$ cat src/spi_host_cfg.svh
// Offsets, field positions, reset values and counts of the serial frame host.
// Assumes a device whose serial master is reached through an 8-bit register port.
`ifndef SPI_HOST_CFG_SVH
`define SPI_HOST_CFG_SVH

// Device registers behind the device's own register port.
`define DEV_REG_CFG        8'h00
`define DEV_REG_TX         8'h01
`define DEV_REG_RX         8'h02
`define DEV_REG_EXE        8'h03

// Fields of the device configuration and execute bytes.
`define CFG_NB_LSB         0
`define CFG_EN_BIT         3
`define CFG_SS_BIT         4
`define CFG_CPOL_BIT       5
`define CFG_CPHA_BIT       6
`define EXE_GO_BIT         0
`define EXE_GO_VAL         8'h01

// Host registers on the Avalon-MM slave, byte addresses.
`define HR_CTRL            5'h00
`define HR_LEN             5'h04
`define HR_TX              5'h08
`define HR_STAT            5'h0C
`define HR_RX              5'h10
`define HR_SNOOP           5'h14

// Control and status fields.
`define CTRL_START_BIT     0
`define CTRL_CPOL_BIT      1
`define CTRL_CPHA_BIT      2
`define CTRL_KEEP_BIT      3
`define STAT_BUSY_BIT      0
`define STAT_DONE_BIT      1
`define STAT_ERR_BIT       2
`define STAT_CNT_LSB       8

// Reset values and counts.
`define CTRL_RST           3'h0
`define LEN_RST            6'h08
`define WORD_RST           32'h0000_0000
`define LEN_MAX            6'h20
`define CHUNK_BITS         4'h8

`endif

$ cat src/spi_host_pkg.sv
// Types shared by the serial frame host files.
// Assumes the constants of spi_host_cfg.svh.
package spi_host_pkg;

  typedef enum logic [3:0] {
    S_IDLE   = 4'b0000,
    S_ENABLE = 4'b0001,
    S_TX     = 4'b0010,
    S_CFG    = 4'b0011,
    S_EXE    = 4'b0100,
    S_POLL   = 4'b0101,
    S_RX     = 4'b0110,
    S_END    = 4'b0111,
    S_DONE   = 4'b1000
  } seq_state_t;

endpackage : spi_host_pkg

$ cat src/pin_sync.sv
// Two-stage synchroniser with edge detection for pins from outside CORE_CLK.
// Assumes asynchronous inputs; edges come in the same cycle as the synchronised level.
`timescale 1ns/1ns
module pin_sync #(
  parameter int W = 4
) (
  // Clock and reset.
  input  wire logic         clk,
  input  wire logic         rst,
  // Pins and results.
  input  wire logic [W-1:0] pin,
  output logic      [W-1:0] lvl,
  output logic      [W-1:0] rise,
  output logic      [W-1:0] fall
);

  ////////////////////////////////////////////////////////////////////////////
  for (genvar i = 0; i < W; i++) begin : g_bit
    logic meta_q;
    logic sync_q;
    logic last_q;
    // Only the second stage reads the first, so metastability stays contained.
    always_ff @(posedge clk) begin
      if (rst) begin
        meta_q <= 1'b0;
        sync_q <= 1'b0;
        last_q <= 1'b0;
      end else begin
        meta_q <= pin[i];
        sync_q <= meta_q;
        last_q <= sync_q;
      end
    end
    assign lvl[i]  = sync_q;
    assign rise[i] = sync_q & ~last_q;
    assign fall[i] = ~sync_q & last_q;
  end

endmodule : pin_sync

$ cat src/dev_reg_access.sv
// One access on the device register port, held until the device acknowledges.
// Assumes the device answers with a one-cycle ack on CORE_CLK.
`timescale 1ns/1ns
module dev_reg_access (
  // Clock and reset.
  input  wire logic       clk,
  input  wire logic       rst,
  // Request from the sequencer.
  input  wire logic       req,
  input  wire logic       req_wr,
  input  wire logic [7:0] req_addr,
  input  wire logic [7:0] req_wdata,
  output logic            done,
  output logic      [7:0] rdata,
  // Device register port.
  output logic            dev_write,
  output logic            dev_read,
  output logic      [7:0] dev_addr,
  output logic      [7:0] dev_wdata,
  input  wire logic       dev_ack,
  input  wire logic [7:0] dev_rdata
);

  ////////////////////////////////////////////////////////////////////////////
  always_ff @(posedge clk) begin
    if (rst) begin
      dev_write <= 1'b0;
      dev_read  <= 1'b0;
      dev_addr  <= 8'h00;
      dev_wdata <= 8'h00;
      done      <= 1'b0;
      rdata     <= 8'h00;
    end else begin
      done <= 1'b0;
      if ((dev_write || dev_read) && dev_ack) begin
        dev_write <= 1'b0;
        dev_read  <= 1'b0;
        done      <= 1'b1;
        rdata     <= dev_rdata;
      end else if (req && !dev_write && !dev_read) begin
        dev_write <= req_wr;
        dev_read  <= !req_wr;
        dev_addr  <= req_addr;
        dev_wdata <= req_wdata;
      end
    end
  end
endmodule : dev_reg_access

$ cat src/spi_frame_host.sv
// Host that builds serial frames of 1 to 32 bits through a device's serial master.
// Assumes Avalon-MM software access and a device register port on CORE_CLK;
// the serial pins are only observed, asynchronously, to check the shifting.
//
// How it works
// - phase picks leading or trailing sample edge
// - mode 0,0: sample rising, change falling
// - mode 0,1: sample falling, change rising
// - mode 1,0: sample falling, change rising
// - mode 1,1: sample rising, change falling
// - host writes configuration before every trigger
// - select change and trigger in separate writes
// - select held across chunks, raised to end unless keep is set
// - board pull-up keeps select high early
// - receive register read back per transfer
`timescale 1ns/1ns
`include "spi_host_cfg.svh"
module spi_frame_host (
  // Clock and reset.
  input  wire logic        CORE_CLK,
  input  wire logic        RESET,
  // Avalon-MM slave.
  input  wire logic [4:0]  AVS_ADDRESS,
  input  wire logic        AVS_READ,
  input  wire logic        AVS_WRITE,
  input  wire logic [31:0] AVS_WRITEDATA,
  input  wire logic [3:0]  AVS_BYTEENABLE,
  output logic      [31:0] AVS_READDATA,
  output logic             AVS_WAITREQUEST,
  // Device register port.
  output logic      [7:0]  DEV_ADDR,
  output logic      [7:0]  DEV_WDATA,
  output logic             DEV_WRITE,
  output logic             DEV_READ,
  input  wire logic [7:0]  DEV_RDATA,
  input  wire logic        DEV_ACK,
  // Observed serial pins.
  input  wire logic        SPI_SCLK,
  input  wire logic        SPI_MOSI,
  input  wire logic        SPI_MISO,
  input  wire logic        SPI_SS_N
);

  spi_host_pkg::seq_state_t state_q;
  logic        wait_q;
  logic [31:0] rdata_q;
  logic        cpol_q;
  logic        cpha_q;
  logic        keep_q;
  logic [5:0]  len_q;
  logic [31:0] tx_q;
  logic [31:0] rx_q;
  logic [5:0]  left_q;
  logic        done_q;
  logic        err_q;
  logic        pend_q;
  logic [3:0]  cnt_q;
  logic [7:0]  mosi_snoop_q;
  logic [7:0]  miso_snoop_q;
  logic [7:0]  last_wr_q;
  logic [7:0]  last_cfg_q;
  logic        take_wr;
  logic        start_ok;
  logic [3:0]  chunk;
  logic [5:0]  left_d;
  logic [8:0]  low_mask;
  logic        need_acc;
  logic        req;
  logic        req_wr;
  logic [7:0]  req_addr;
  logic [7:0]  req_data;
  logic [7:0]  cfg_byte;
  logic        acc_done;
  logic [7:0]  acc_rdata;
  logic [3:0]  pin_lvl;
  logic [3:0]  pin_rise;
  logic [3:0]  pin_fall;
  logic        samp;

  function automatic logic [31:0] be_merge(input logic [31:0] old, input logic [31:0] nw,
                                           input logic [3:0] be);
    logic [31:0] r;
    r = old;
    for (int b = 0; b < 4; b++) begin
      if (be[b]) begin
        r[8*b +: 8] = nw[8*b +: 8];
      end
    end
    return r;
  endfunction : be_merge

  ////////////////////////////////////////////////////////////////////////////
  // Avalon slave: one wait cycle, then the answer; writes land on that edge.
  assign take_wr  = AVS_WRITE && !wait_q;
  assign start_ok = take_wr && (AVS_ADDRESS == `HR_CTRL) && AVS_BYTEENABLE[0]
                    && AVS_WRITEDATA[`CTRL_START_BIT] && (state_q == spi_host_pkg::S_IDLE)
                    && (len_q != 6'h00) && (len_q <= `LEN_MAX);

  always_ff @(posedge CORE_CLK) begin
    if (RESET) begin
      wait_q  <= 1'b1;
      rdata_q <= `WORD_RST;
    end else if ((AVS_READ || AVS_WRITE) && wait_q) begin
      wait_q <= 1'b0;
      unique case (AVS_ADDRESS)
        `HR_CTRL:  rdata_q <= {28'h000_0000, keep_q, cpha_q, cpol_q, 1'b0};
        `HR_LEN:   rdata_q <= {26'h000_0000, len_q};
        `HR_TX:    rdata_q <= tx_q;
        `HR_STAT:  rdata_q <= {20'h0_0000, cnt_q, 5'h00, err_q, done_q,
                              state_q != spi_host_pkg::S_IDLE};
        `HR_RX:    rdata_q <= rx_q;
        `HR_SNOOP: rdata_q <= {16'h0000, miso_snoop_q, mosi_snoop_q};
        default:   rdata_q <= `WORD_RST;
      endcase
    end else begin
      wait_q <= 1'b1;
    end
  end

  assign AVS_WAITREQUEST = wait_q;
  assign AVS_READDATA    = rdata_q;

  // Setup registers are frozen while a frame runs, so a frame is never torn.
  always_ff @(posedge CORE_CLK) begin
    if (RESET) begin
      {keep_q, cpha_q, cpol_q} <= `CTRL_RST;
      len_q <= `LEN_RST;
      tx_q  <= `WORD_RST;
    end else if (take_wr && state_q == spi_host_pkg::S_IDLE) begin
      if (AVS_ADDRESS == `HR_CTRL && AVS_BYTEENABLE[0]) begin
        cpol_q <= AVS_WRITEDATA[`CTRL_CPOL_BIT];
        cpha_q <= AVS_WRITEDATA[`CTRL_CPHA_BIT];
        keep_q <= AVS_WRITEDATA[`CTRL_KEEP_BIT];
      end
      if (AVS_ADDRESS == `HR_LEN && AVS_BYTEENABLE[0]) begin
        len_q <= AVS_WRITEDATA[5:0];
      end
      if (AVS_ADDRESS == `HR_TX) begin
        tx_q <= be_merge(tx_q, AVS_WRITEDATA, AVS_BYTEENABLE);
      end
    end
  end

  ////////////////////////////////////////////////////////////////////////////
  // Chunking: the most significant bits go first, 8 at a time, the rest last.
  always_comb begin
    chunk    = (left_q > 6'h08) ? `CHUNK_BITS : left_q[3:0];
    left_d   = left_q - {2'b00, chunk};
    low_mask = (9'h001 << chunk) - 9'h001;
    cfg_byte = 8'h00;
    cfg_byte[`CFG_EN_BIT]   = 1'b1;
    cfg_byte[`CFG_CPOL_BIT] = cpol_q;
    cfg_byte[`CFG_CPHA_BIT] = cpha_q;
    need_acc = 1'b1;
    req_wr   = 1'b1;
    req_addr = `DEV_REG_CFG;
    req_data = cfg_byte;
    unique case (state_q)
      spi_host_pkg::S_ENABLE: begin
        // Select goes high in the enabling write itself, so no slave is picked early.
        req_data[`CFG_SS_BIT] = 1'b1;
      end
      spi_host_pkg::S_TX: begin
        req_addr = `DEV_REG_TX;
        req_data = 8'(tx_q >> left_d);
      end
      spi_host_pkg::S_CFG: begin
        req_data[`CFG_NB_LSB +: 3] = chunk[2:0];
      end
      spi_host_pkg::S_EXE: begin
        req_addr = `DEV_REG_EXE;
        req_data = `EXE_GO_VAL;
      end
      spi_host_pkg::S_POLL: begin
        req_wr   = 1'b0;
        req_addr = `DEV_REG_EXE;
      end
      spi_host_pkg::S_RX: begin
        req_wr   = 1'b0;
        req_addr = `DEV_REG_RX;
      end
      spi_host_pkg::S_END: begin
        req_data[`CFG_SS_BIT] = 1'b1;
      end
      default: begin
        need_acc = 1'b0;
      end
    endcase
    req = need_acc && !pend_q && !acc_done;
  end

  dev_reg_access u_access (
    .clk       (CORE_CLK),
    .rst       (RESET),
    .req       (req),
    .req_wr    (req_wr),
    .req_addr  (req_addr),
    .req_wdata (req_data),
    .done      (acc_done),
    .rdata     (acc_rdata),
    .dev_write (DEV_WRITE),
    .dev_read  (DEV_READ),
    .dev_addr  (DEV_ADDR),
    .dev_wdata (DEV_WDATA),
    .dev_ack   (DEV_ACK),
    .dev_rdata (DEV_RDATA)
  );

  ////////////////////////////////////////////////////////////////////////////
  always_ff @(posedge CORE_CLK) begin
    if (RESET) begin
      state_q <= spi_host_pkg::S_IDLE;
    end else begin
      unique case (state_q)
        spi_host_pkg::S_IDLE:   if (start_ok) state_q <= spi_host_pkg::S_ENABLE;
        spi_host_pkg::S_ENABLE: if (acc_done) state_q <= spi_host_pkg::S_TX;
        spi_host_pkg::S_TX:     if (acc_done) state_q <= spi_host_pkg::S_CFG;
        spi_host_pkg::S_CFG:    if (acc_done) state_q <= spi_host_pkg::S_EXE;
        spi_host_pkg::S_EXE:    if (acc_done) state_q <= spi_host_pkg::S_POLL;
        spi_host_pkg::S_POLL: begin
          if (acc_done && !acc_rdata[`EXE_GO_BIT]) begin
            state_q <= spi_host_pkg::S_RX;
          end
        end
        spi_host_pkg::S_RX: begin
          if (acc_done) begin
            if (left_d != 6'h00) begin
              state_q <= spi_host_pkg::S_TX;
            end else if (keep_q) begin
              state_q <= spi_host_pkg::S_DONE;
            end else begin
              state_q <= spi_host_pkg::S_END;
            end
          end
        end
        spi_host_pkg::S_END:    if (acc_done) state_q <= spi_host_pkg::S_DONE;
        spi_host_pkg::S_DONE:   state_q <= spi_host_pkg::S_IDLE;
        default:                state_q <= spi_host_pkg::S_IDLE;
      endcase
    end
  end

  always_ff @(posedge CORE_CLK) begin
    if (RESET) begin
      pend_q     <= 1'b0;
      last_wr_q  <= 8'h00;
      last_cfg_q <= 8'h00;
    end else begin
      if (acc_done) begin
        pend_q <= 1'b0;
      end else if (req) begin
        pend_q <= 1'b1;
      end
      if (req && req_wr) begin
        last_wr_q <= req_addr;
        if (req_addr == `DEV_REG_CFG) begin
          last_cfg_q <= req_data;
        end
      end
    end
  end

  // The receive byte is read after every chunk, since the next one overwrites it.
  always_ff @(posedge CORE_CLK) begin
    if (RESET) begin
      left_q <= 6'h00;
      rx_q   <= `WORD_RST;
      done_q <= 1'b0;
      err_q  <= 1'b0;
    end else if (start_ok) begin
      left_q <= len_q;
      rx_q   <= `WORD_RST;
      done_q <= 1'b0;
      err_q  <= 1'b0;
    end else if (state_q == spi_host_pkg::S_RX && acc_done) begin
      left_q <= left_d;
      rx_q   <= (rx_q << chunk) | {24'h00_0000, acc_rdata & low_mask[7:0]};
      if (cnt_q != chunk) begin
        err_q <= 1'b1;
      end
    end else if (state_q == spi_host_pkg::S_DONE) begin
      done_q <= 1'b1;
    end
  end

  ////////////////////////////////////////////////////////////////////////////
  // Pin observer: counts sample edges while selected to confirm each chunk.
  // It misses nothing only while SCLK stays well below a quarter of CORE_CLK.
  pin_sync #(.W(4)) u_pins (
    .clk  (CORE_CLK),
    .rst  (RESET),
    .pin  ({SPI_SS_N, SPI_MISO, SPI_MOSI, SPI_SCLK}),
    .lvl  (pin_lvl),
    .rise (pin_rise),
    .fall (pin_fall)
  );

  assign samp = (cpol_q == cpha_q) ? pin_rise[0] : pin_fall[0];

  always_ff @(posedge CORE_CLK) begin
    if (RESET) begin
      cnt_q        <= 4'h0;
      mosi_snoop_q <= 8'h00;
      miso_snoop_q <= 8'h00;
    end else if (state_q == spi_host_pkg::S_EXE && req) begin
      cnt_q <= 4'h0;
    end else if (samp && !pin_lvl[3]) begin
      cnt_q        <= cnt_q + 4'h1;
      mosi_snoop_q <= {mosi_snoop_q[6:0], pin_lvl[1]};
      miso_snoop_q <= {miso_snoop_q[6:0], pin_lvl[2]};
    end
  end
endmodule : spi_frame_host

$ cat config.mk
export PLATFORM = sky130hd
export DESIGN_NAME = spi_frame_host
export DESIGN_NICKNAME = d
export VERILOG_FILES = /design/src/spi_host_pkg.sv /design/src/pin_sync.sv /design/src/dev_reg_access.sv /design/src/spi_frame_host.sv
export VERILOG_INCLUDE_DIRS = /design/src /design/src/src
export SDC_FILE = /design/constraint.sdc
export NUM_CORES = 1
export LEC_CHECK = 0
export BUFFER_PORTS_ARGS = -buffer_cell sky130_fd_sc_hd__buf_2
export CORE_ASPECT_RATIO = 2
export CORE_MARGIN = 5
export CORE_UTILIZATION = 54
export CTS_CLUSTER_SIZE = 24
export DETAILED_ROUTE_END_ITERATION = 10
export PLACE_DENSITY = 0.79
export SYNTH_ARGS = -nofsm -noshare
export SYNTH_HDL_FRONTEND = slang
export SYNTH_SLANG_ARGS = --single-unit
$ cat constraint.sdc
create_clock -name CORE_CLK -period 3.1 [get_ports CORE_CLK]
set_input_delay 0.62 -clock CORE_CLK [delete_from_list [all_inputs] [get_ports CORE_CLK]]
set_output_delay 0.62 -clock CORE_CLK [all_outputs]
set_load 0.1 [all_outputs]
==> results of run 1 <==
-- critical path: stages, from the launching register on --
cell and delay [ps]:
dfxtp_1 340, or3_1 390, nand2_1 90, ha_1 260, o31ai_1 90, a222oi_1 350, buf_4 170, buf_4 130
buf_12 120, mux2i_1 80, a2111oi_2 360, a41oi_1 110, a31o_1 260
-- metrics by stage --
stage                     setup slack (ps)   util  instances  instance area, sq um
after global placement                 204  0.595       1479                 10900
final                                  237  0.632       1517                 11600
after floorplan                       5.11      -       1208                 10100
after detailed placement               190  0.595       1479                 10900
after CTS                              145  0.629       1511                 11500
after global routing                  42.4  0.632       1517                 11600
-- registers in the layout, indices dropped and copies added, names as in the netlist, 2 cells and up --
| register | count |
|---|---|
| AVS_READDATA | 32 |
| cnt_q | 4 |
| left_q | 6 |
| len_q | 6 |
| miso_snoop_q | 8 |
| mosi_snoop_q | 8 |
| rx_q | 32 |
| state_q | 4 |
| tx_q | 32 |
| u_access.dev_addr | 2 |
| u_access.dev_wdata | 8 |
| u_access.rdata | 8 |
| u_pins.g_bit.meta_q | 4 |
| u_pins.g_bit.sync_q | 4 |
-- cells by family after synthesis --
kind of cell / count (synthesis)
compound gates: 323
xor+xnor: 11
fa+ha+maj: 3
buf+inv: 122
flops: 169
mux: 161
other cells: 2
simple gates: 412
-- power by group through the flow --
stage / Clock [uW] / Combinational (uW) / Sequential (uW)
CTS: 2330 / 1190 / 2320
floorplan: 0 / 582 / 2630
detailed placement: 0 / 1180 / 2370
global route: 2430 / 1280 / 2330
finish: 2330 / 1210 / 2320
global placement: 0 / 1180 / 2370
-- final cells by class --
class | instances | area share
multi-input combinational | 917 | 0.531
sequential | 169 | 0.292
timing repair buffer | 175 | 0.0960
clock buffer | 17 | 0.0367
inverter | 8 | 0.00259
clock inverter | 15 | 0.0177
tap | 216 | 0.0233
-- path summary, 6_finish.rpt --
check / slack, ps / from / cells past startpoint / endpoint
min reg2reg: 450 / u_pins.g_bit[2].meta_q / 1 / u_pins.g_bit[2].sync_q
min: 390 / DEV_RDATA[6] / 2 / u_access.rdata[6]
max reg2reg: 240 / left_q[5] / 12 / u_access.dev_wdata[7]
max: 240 / left_q[5] / 12 / u_access.dev_wdata[7]
-- synthesized netlist by cell type (all sizes together) (7+ instances only) --
library cell | count | area share
dfxtp | 169 | 0.34
nor2 | 146 | 0.055
mux2i | 134 | 0.13
a21oi | 122 | 0.061
nand2 | 110 | 0.042
clkbuf | 69 | 0.026
a22oi | 48 | 0.036
buf | 45 | 0.031
nand3 | 44 | 0.022
o21ai | 36 | 0.018
nor3 | 27 | 0.014
nor2b | 23 | 0.014
a211oi | 17 | 0.014
mux4 | 16 | 0.036
a31oi | 11 | 0.0068
mux2 | 11 | 0.013
nor4 | 10 | 0.0062
a211o | 9 | 0.0078
a22o | 9 | 0.0078
a221oi | 8 | 0.0070
and2 | 8 | 0.0050
inv | 8 | 0.0030
a2111oi | 7 | 0.0087
nor4b | 7 | 0.0082
or2 | 7 | 0.0043
xnor2 | 7 | 0.0061
-- metal layers --
| layer | part of all wire | up-vias | wire, um |
|---|---|---|---|
| met5 | 0 | - | 0 |
| met4 | 0.090 | 0 | 3190 |
| met3 | 0.059 | 159 | 2080 |
| met2 | 0.52 | 519 | 18400 |
| met1 | 0.33 | 4704 | 11800 |
| li1 | - | 4579 | - |
==> results.py, run 1 <==
metrics = {
    "outcome": {
        "outcome": "finished clean",
    },
    "pwr": {
        "seqPwrFrac": 0.397,
        "power_uw": 5860,
        "peakVddDrop_mv": 0.486,
        "p_per_area_nw_per_um2": 506,
        "leakagePower_uw": 0.00421,
        "p_int_uw": 3910,
        "switching_share": 0.333,
        "p_clk_frac": 0.397,
        "p_sw_uw": 1950,
        "combinationalPowerShare": 0.206,
    },
    "synthesis": {
        "synth.distinct_cells": 82,
        "synthArstFlopShare": 0,
        "post_synth_xor_area_fraction": 0.00957,
        "synth_top_family_by_area": "compound AO/OA/AOI/OAI gates",
        "synth_fa_ha_area_frac": 0.00373,
        "synth_warnings": 0,
        "synth_area_per_cell_sq_um": 8.37,
        "syn_area_sq_um": 10100,
        "synth_ff_type": "dfxtp_1",
        "synth.mux.area_fraction": 0.182,
        "synth_edf_count": 0,
        "ys_seq_area_frac": 0.336,
        "synth_simple_gate_area_frac": 0.192,
        "synth.ff_latch_count": 169,
        "synth_compound_area_frac": 0.216,
        "syn_inst": 1203,
    },
    "die": {
        "die_x_um": 107,
        "core-area_sq_um": 18300,
        "fp.dieH_um": 203,
        "dieArea_sq_um": 21600,
        "design.portCount": 109,
        "start_util": 0.550,
        "fp-row-count": 70,
    },
    "grt": {
        "grt.busiest_layer": "met2",
        "grt_antenna_before_repair": 0,
        "overflow": 0,
        "grt_max_degree": 83,
        "met3_usage": 0.0535,
        "grt_pass1_wl_um": 54000,
        "track_usage": 0.323,
        "grt_pass1_vias": 9705,
        "met1_usage": 0.323,
        "grtUsageMet2": 0.575,
    },
    "critical_path": {
        "cp_max_fo": 8,
        "worst_ep_arrival_time_ps": 3210,
        "cp-start-kind": "flop",
        "critPathCaptureType": "flop",
        "critPathKind": "reg -> reg",
        "cp.required_ps": 3440,
    },
    "cells_and_area": {
        "n_antenna_cell": 0,
        "drive_gt1_frac": 0.204,
        "fillCellCount": 1560,
        "syn2layout_area_growth_pct": 15.0,
        "multiInputGateArea_sq_um": 6150,
        "final_common_cell": "dfxtp_1",
        "final_cell_mix": "dfxtp_1, nor2_1, mux2i_1, a21oi_1, nand2_1",
        "fin_nets": 1349,
        "final-seq-area_sq_um": 3380,
    },
    "timing": {
        "setup_tns_ps": 0,
        "finalSetupViolCount": 0,
        "finalHoldWorstSlack_ps": 394,
        "tightest_slew_ps": 814,
        "rsz0062_at_grt": "no",
        "finalCritPeriodShare": 0.924,
        "hold_violations": 0,
        "period_needed_ps": 2860,
        "max_freq_ghz": 0.349,
        "slew_headroom": 0.444,
        "fin_skew_ps": 16.1,
        "slew_viol_final": 0,
    },
    "worst_hold_path": {
        "min_path_type": "in -> reg",
    },
    "detailed_routing": {
        "wl_per_cell_um": 23.4,
        "drt-pass1-iter-count": 6,
        "viasPerCell": 6.57,
        "drt_iter0_markers": 973,
        "drc": 0,
        "detail-route-antenna-nets": 0,
        "vias": 9961,
        "wl_um": 35500,
    },
    "placement": {
        "dp_hpwl_um": 26400,
        "numPortBuffers": 102,
        "place_congestion": 1.05,
    },
    "run": {
        "maxCapViolCount": 0,
    },
    "clocking": {
        "ctsResizeCount": 0,
        "ctsHoldBuffers": 0,
        "root_buffer": "clkbuf_16",
        "cts_sinks": 169,
        "clock_latency_ps": 440,
        "cts_setup_buffers": 0,
        "cts.htree.levels": 4,
        "cts_buffer_depth": 2,
        "cts_tree": "done",
        "cts_buffers": 17,
        "clkTransAtPathRegs_ps": 80,
    },
}
No activity file was read; power rests on OpenSTA's default activity.
==> inputs of run 2 (changes only) <==
Settings changed: CORE_MARGIN 5 to 2, SYNTH_HIERARCHICAL set to 1.
==> run 2 against run 1 <==
Compared with the run above:
- critical path depth grew 3
- combinational power is 38% lower
- clock-buffer cell count grew 1
- final area increased by 1.3%
- first-iteration DRC count shrank 27%
- die area fell by 6.9%
- largest cell class unchanged
- largest power group is now sequential cells
- via count fell by 2.9%
==> results.py, run 2 <==
metrics = {
    "cells_and_area": {
        "syn2layout_area_growth_pct": 14.5,
        "fillCellCount": 1665,
        "final_cell_mix": "mux2i_1, dfxtp_1, nor2_1, a21oi_1, buf_2",
        "final_util": 0.626,
        "n_antenna_cell": 0,
        "final_cells": 1520,
        "drive_gt1_frac": 0.201,
        "fin_nets": 1314,
        "final_common_cell": "mux2i_1",
    },
    "critical_path": {
        "cp-start-kind": "flop",
        "cp.required_ps": 3430,
        "worst_ep_arrival_time_ps": 3310,
        "critPathKind": "reg -> reg",
        "cp_max_fo": 9,
        "critPathCaptureType": "flop",
    },
    "detailed_routing": {
        "detail-route-antenna-nets": 0,
        "drc": 0,
        "drt_iter0_markers": 707,
        "wl_met1_um": 11400,
        "viasPerCell": 6.36,
        "wl_met2_um": 16800,
        "wl_per_cell_um": 22.0,
        "vias": 9673,
        "drt-pass1-iter-count": 7,
        "wl_um": 33400,
        "route.met3.wl_um": 1900,
        "top_layer": "met4",
    },
    "timing": {
        "setup_tns_ps": 0,
        "fin_skew_ps": 8.37,
        "finalHoldWorstSlack_ps": 377,
        "hold_violations": 0,
        "slew_viol_final": 0,
        "period_needed_ps": 2980,
        "finalCritPeriodShare": 0.961,
        "worst_slack_ps": 120,
        "tightest_slew_ps": 1060,
        "slew_headroom": 0.290,
        "finalSetupViolCount": 0,
        "rsz0062_at_grt": "no",
        "max_freq_ghz": 0.336,
    },
    "synthesis": {
        "synth_area_per_cell_sq_um": 8.79,
        "synth_warnings": 6,
        "syn_inst": 1164,
        "syn_area_sq_um": 10200,
    },
    "run": {
        "maxCapViolCount": 0,
    },
    "placement": {
        "dp_cells": 1487,
        "dp_hpwl_um": 24400,
        "place_congestion": 1.03,
        "numPortBuffers": 108,
        "pre_cts_slack_ps": 177,
    },
    "die": {
        "fp-row-count": 71,
        "design.portCount": 109,
        "die_x_um": 101,
        "core-area_sq_um": 18700,
        "start_util": 0.546,
        "fp.dieH_um": 199,
        "dieArea_sq_um": 20100,
    },
    "pwr": {
        "seqPwrFrac": 0.442,
        "switching_share": 0.290,
        "peakVddDrop_mv": 0.537,
        "leakagePower_uw": 0.00452,
        "p_clk_frac": 0.417,
        "combinationalPowerShare": 0.141,
        "p_int_uw": 3760,
        "p_sw_uw": 1530,
        "p_per_area_nw_per_um2": 452,
    },
    "grt": {
        "grt_antenna_before_repair": 0,
        "overflow": 0,
        "track_usage": 0.334,
        "grt_max_degree": 164,
        "grt_pass1_vias": 9491,
        "grt_pass1_wl_um": 51200,
    },
    "clocking": {
        "cts_setup_buffers": 0,
        "clkTransAtPathRegs_ps": 70,
        "clock_latency_ps": 450,
        "cts_buffer_depth": 2,
        "cts_buffers": 17,
        "ctsResizeCount": 0,
        "root_buffer": "clkbuf_16",
        "cts.htree.levels": 4,
        "cts_sinks": 175,
        "ctsHoldBuffers": 0,
        "cts_tree": "done",
    },
    "outcome": {
        "outcome": "finished clean",
    },
    "worst_hold_path": {
        "min_path_type": "in -> reg",
    },
}
run 2: power by group through the flow:
stage	clock, uW	sequential (uW)	combinational [uW]
5_1_grt	2320	2350	790
4_1_cts	2230	2340	741
6_report	2210	2340	748
2_1_floorplan	0	2560	379
3_3_place_gp	0	2390	730
3_5_place_dp	0	2390	739
run 2: worst paths after layout:
path,from,to,slack [ps],cells after the start
worst max-delay path,left_q[5],u_access/dev_wdata[4],120,15
worst min-delay path,SPI_SCLK,u_pins/g_bit[0].meta_q,380,2
worst max register to register,left_q[5],u_access/dev_wdata[4],120,15
worst min register to register,u_pins/g_bit[1].meta_q,u_pins/g_bit[1].sync_q,440,1
run 2: stage by stage:
step,instance area (sq um),total power [uW]
2_1_floorplan,10300,2930
3_3_place_gp,11100,3120
4_1_cts,11700,5310
6_report,11700,5300
3_5_place_dp,11100,3130
5_1_grt,11700,5450
run 2: layout make-up:
class | instances | area, sq um | area share
Timing Repair Buffer | 164 | 1010 | 0.0864
Sequential cell | 175 | 3500 | 0.299
Multi-Input combinational cell | 887 | 6260 | 0.534
Tap cell | 255 | 319 | 0.0272
Clock inverter | 13 | 155 | 0.0132
Inverter | 8 | 30.0 | 0.00256
Clock buffer | 18 | 439 | 0.0375
run 2: critical path, stage by stage, from the launching register on:
cell      delay [ps]
dfxtp_1          310
or3_1            410
nand2_1           90
ha_2             250
buf_4            150
o31ai_1           70
a222oi_1         350
buf_4            250
buf_4            180
a221oi_1          60
a21oi_1          130
buf_4            160
o21ai_0           80
a31o_2           240
nand2b_1          60
mux2i_1           70
run 2: routing by layer:
metal | track usage | up-vias
li1 | - | 4410
met1 | 0.332 | 4638
met2 | 0.574 | 451
met3 | 0.0724 | 174
met4 | 0.281 | 0
met5 | 0 | -
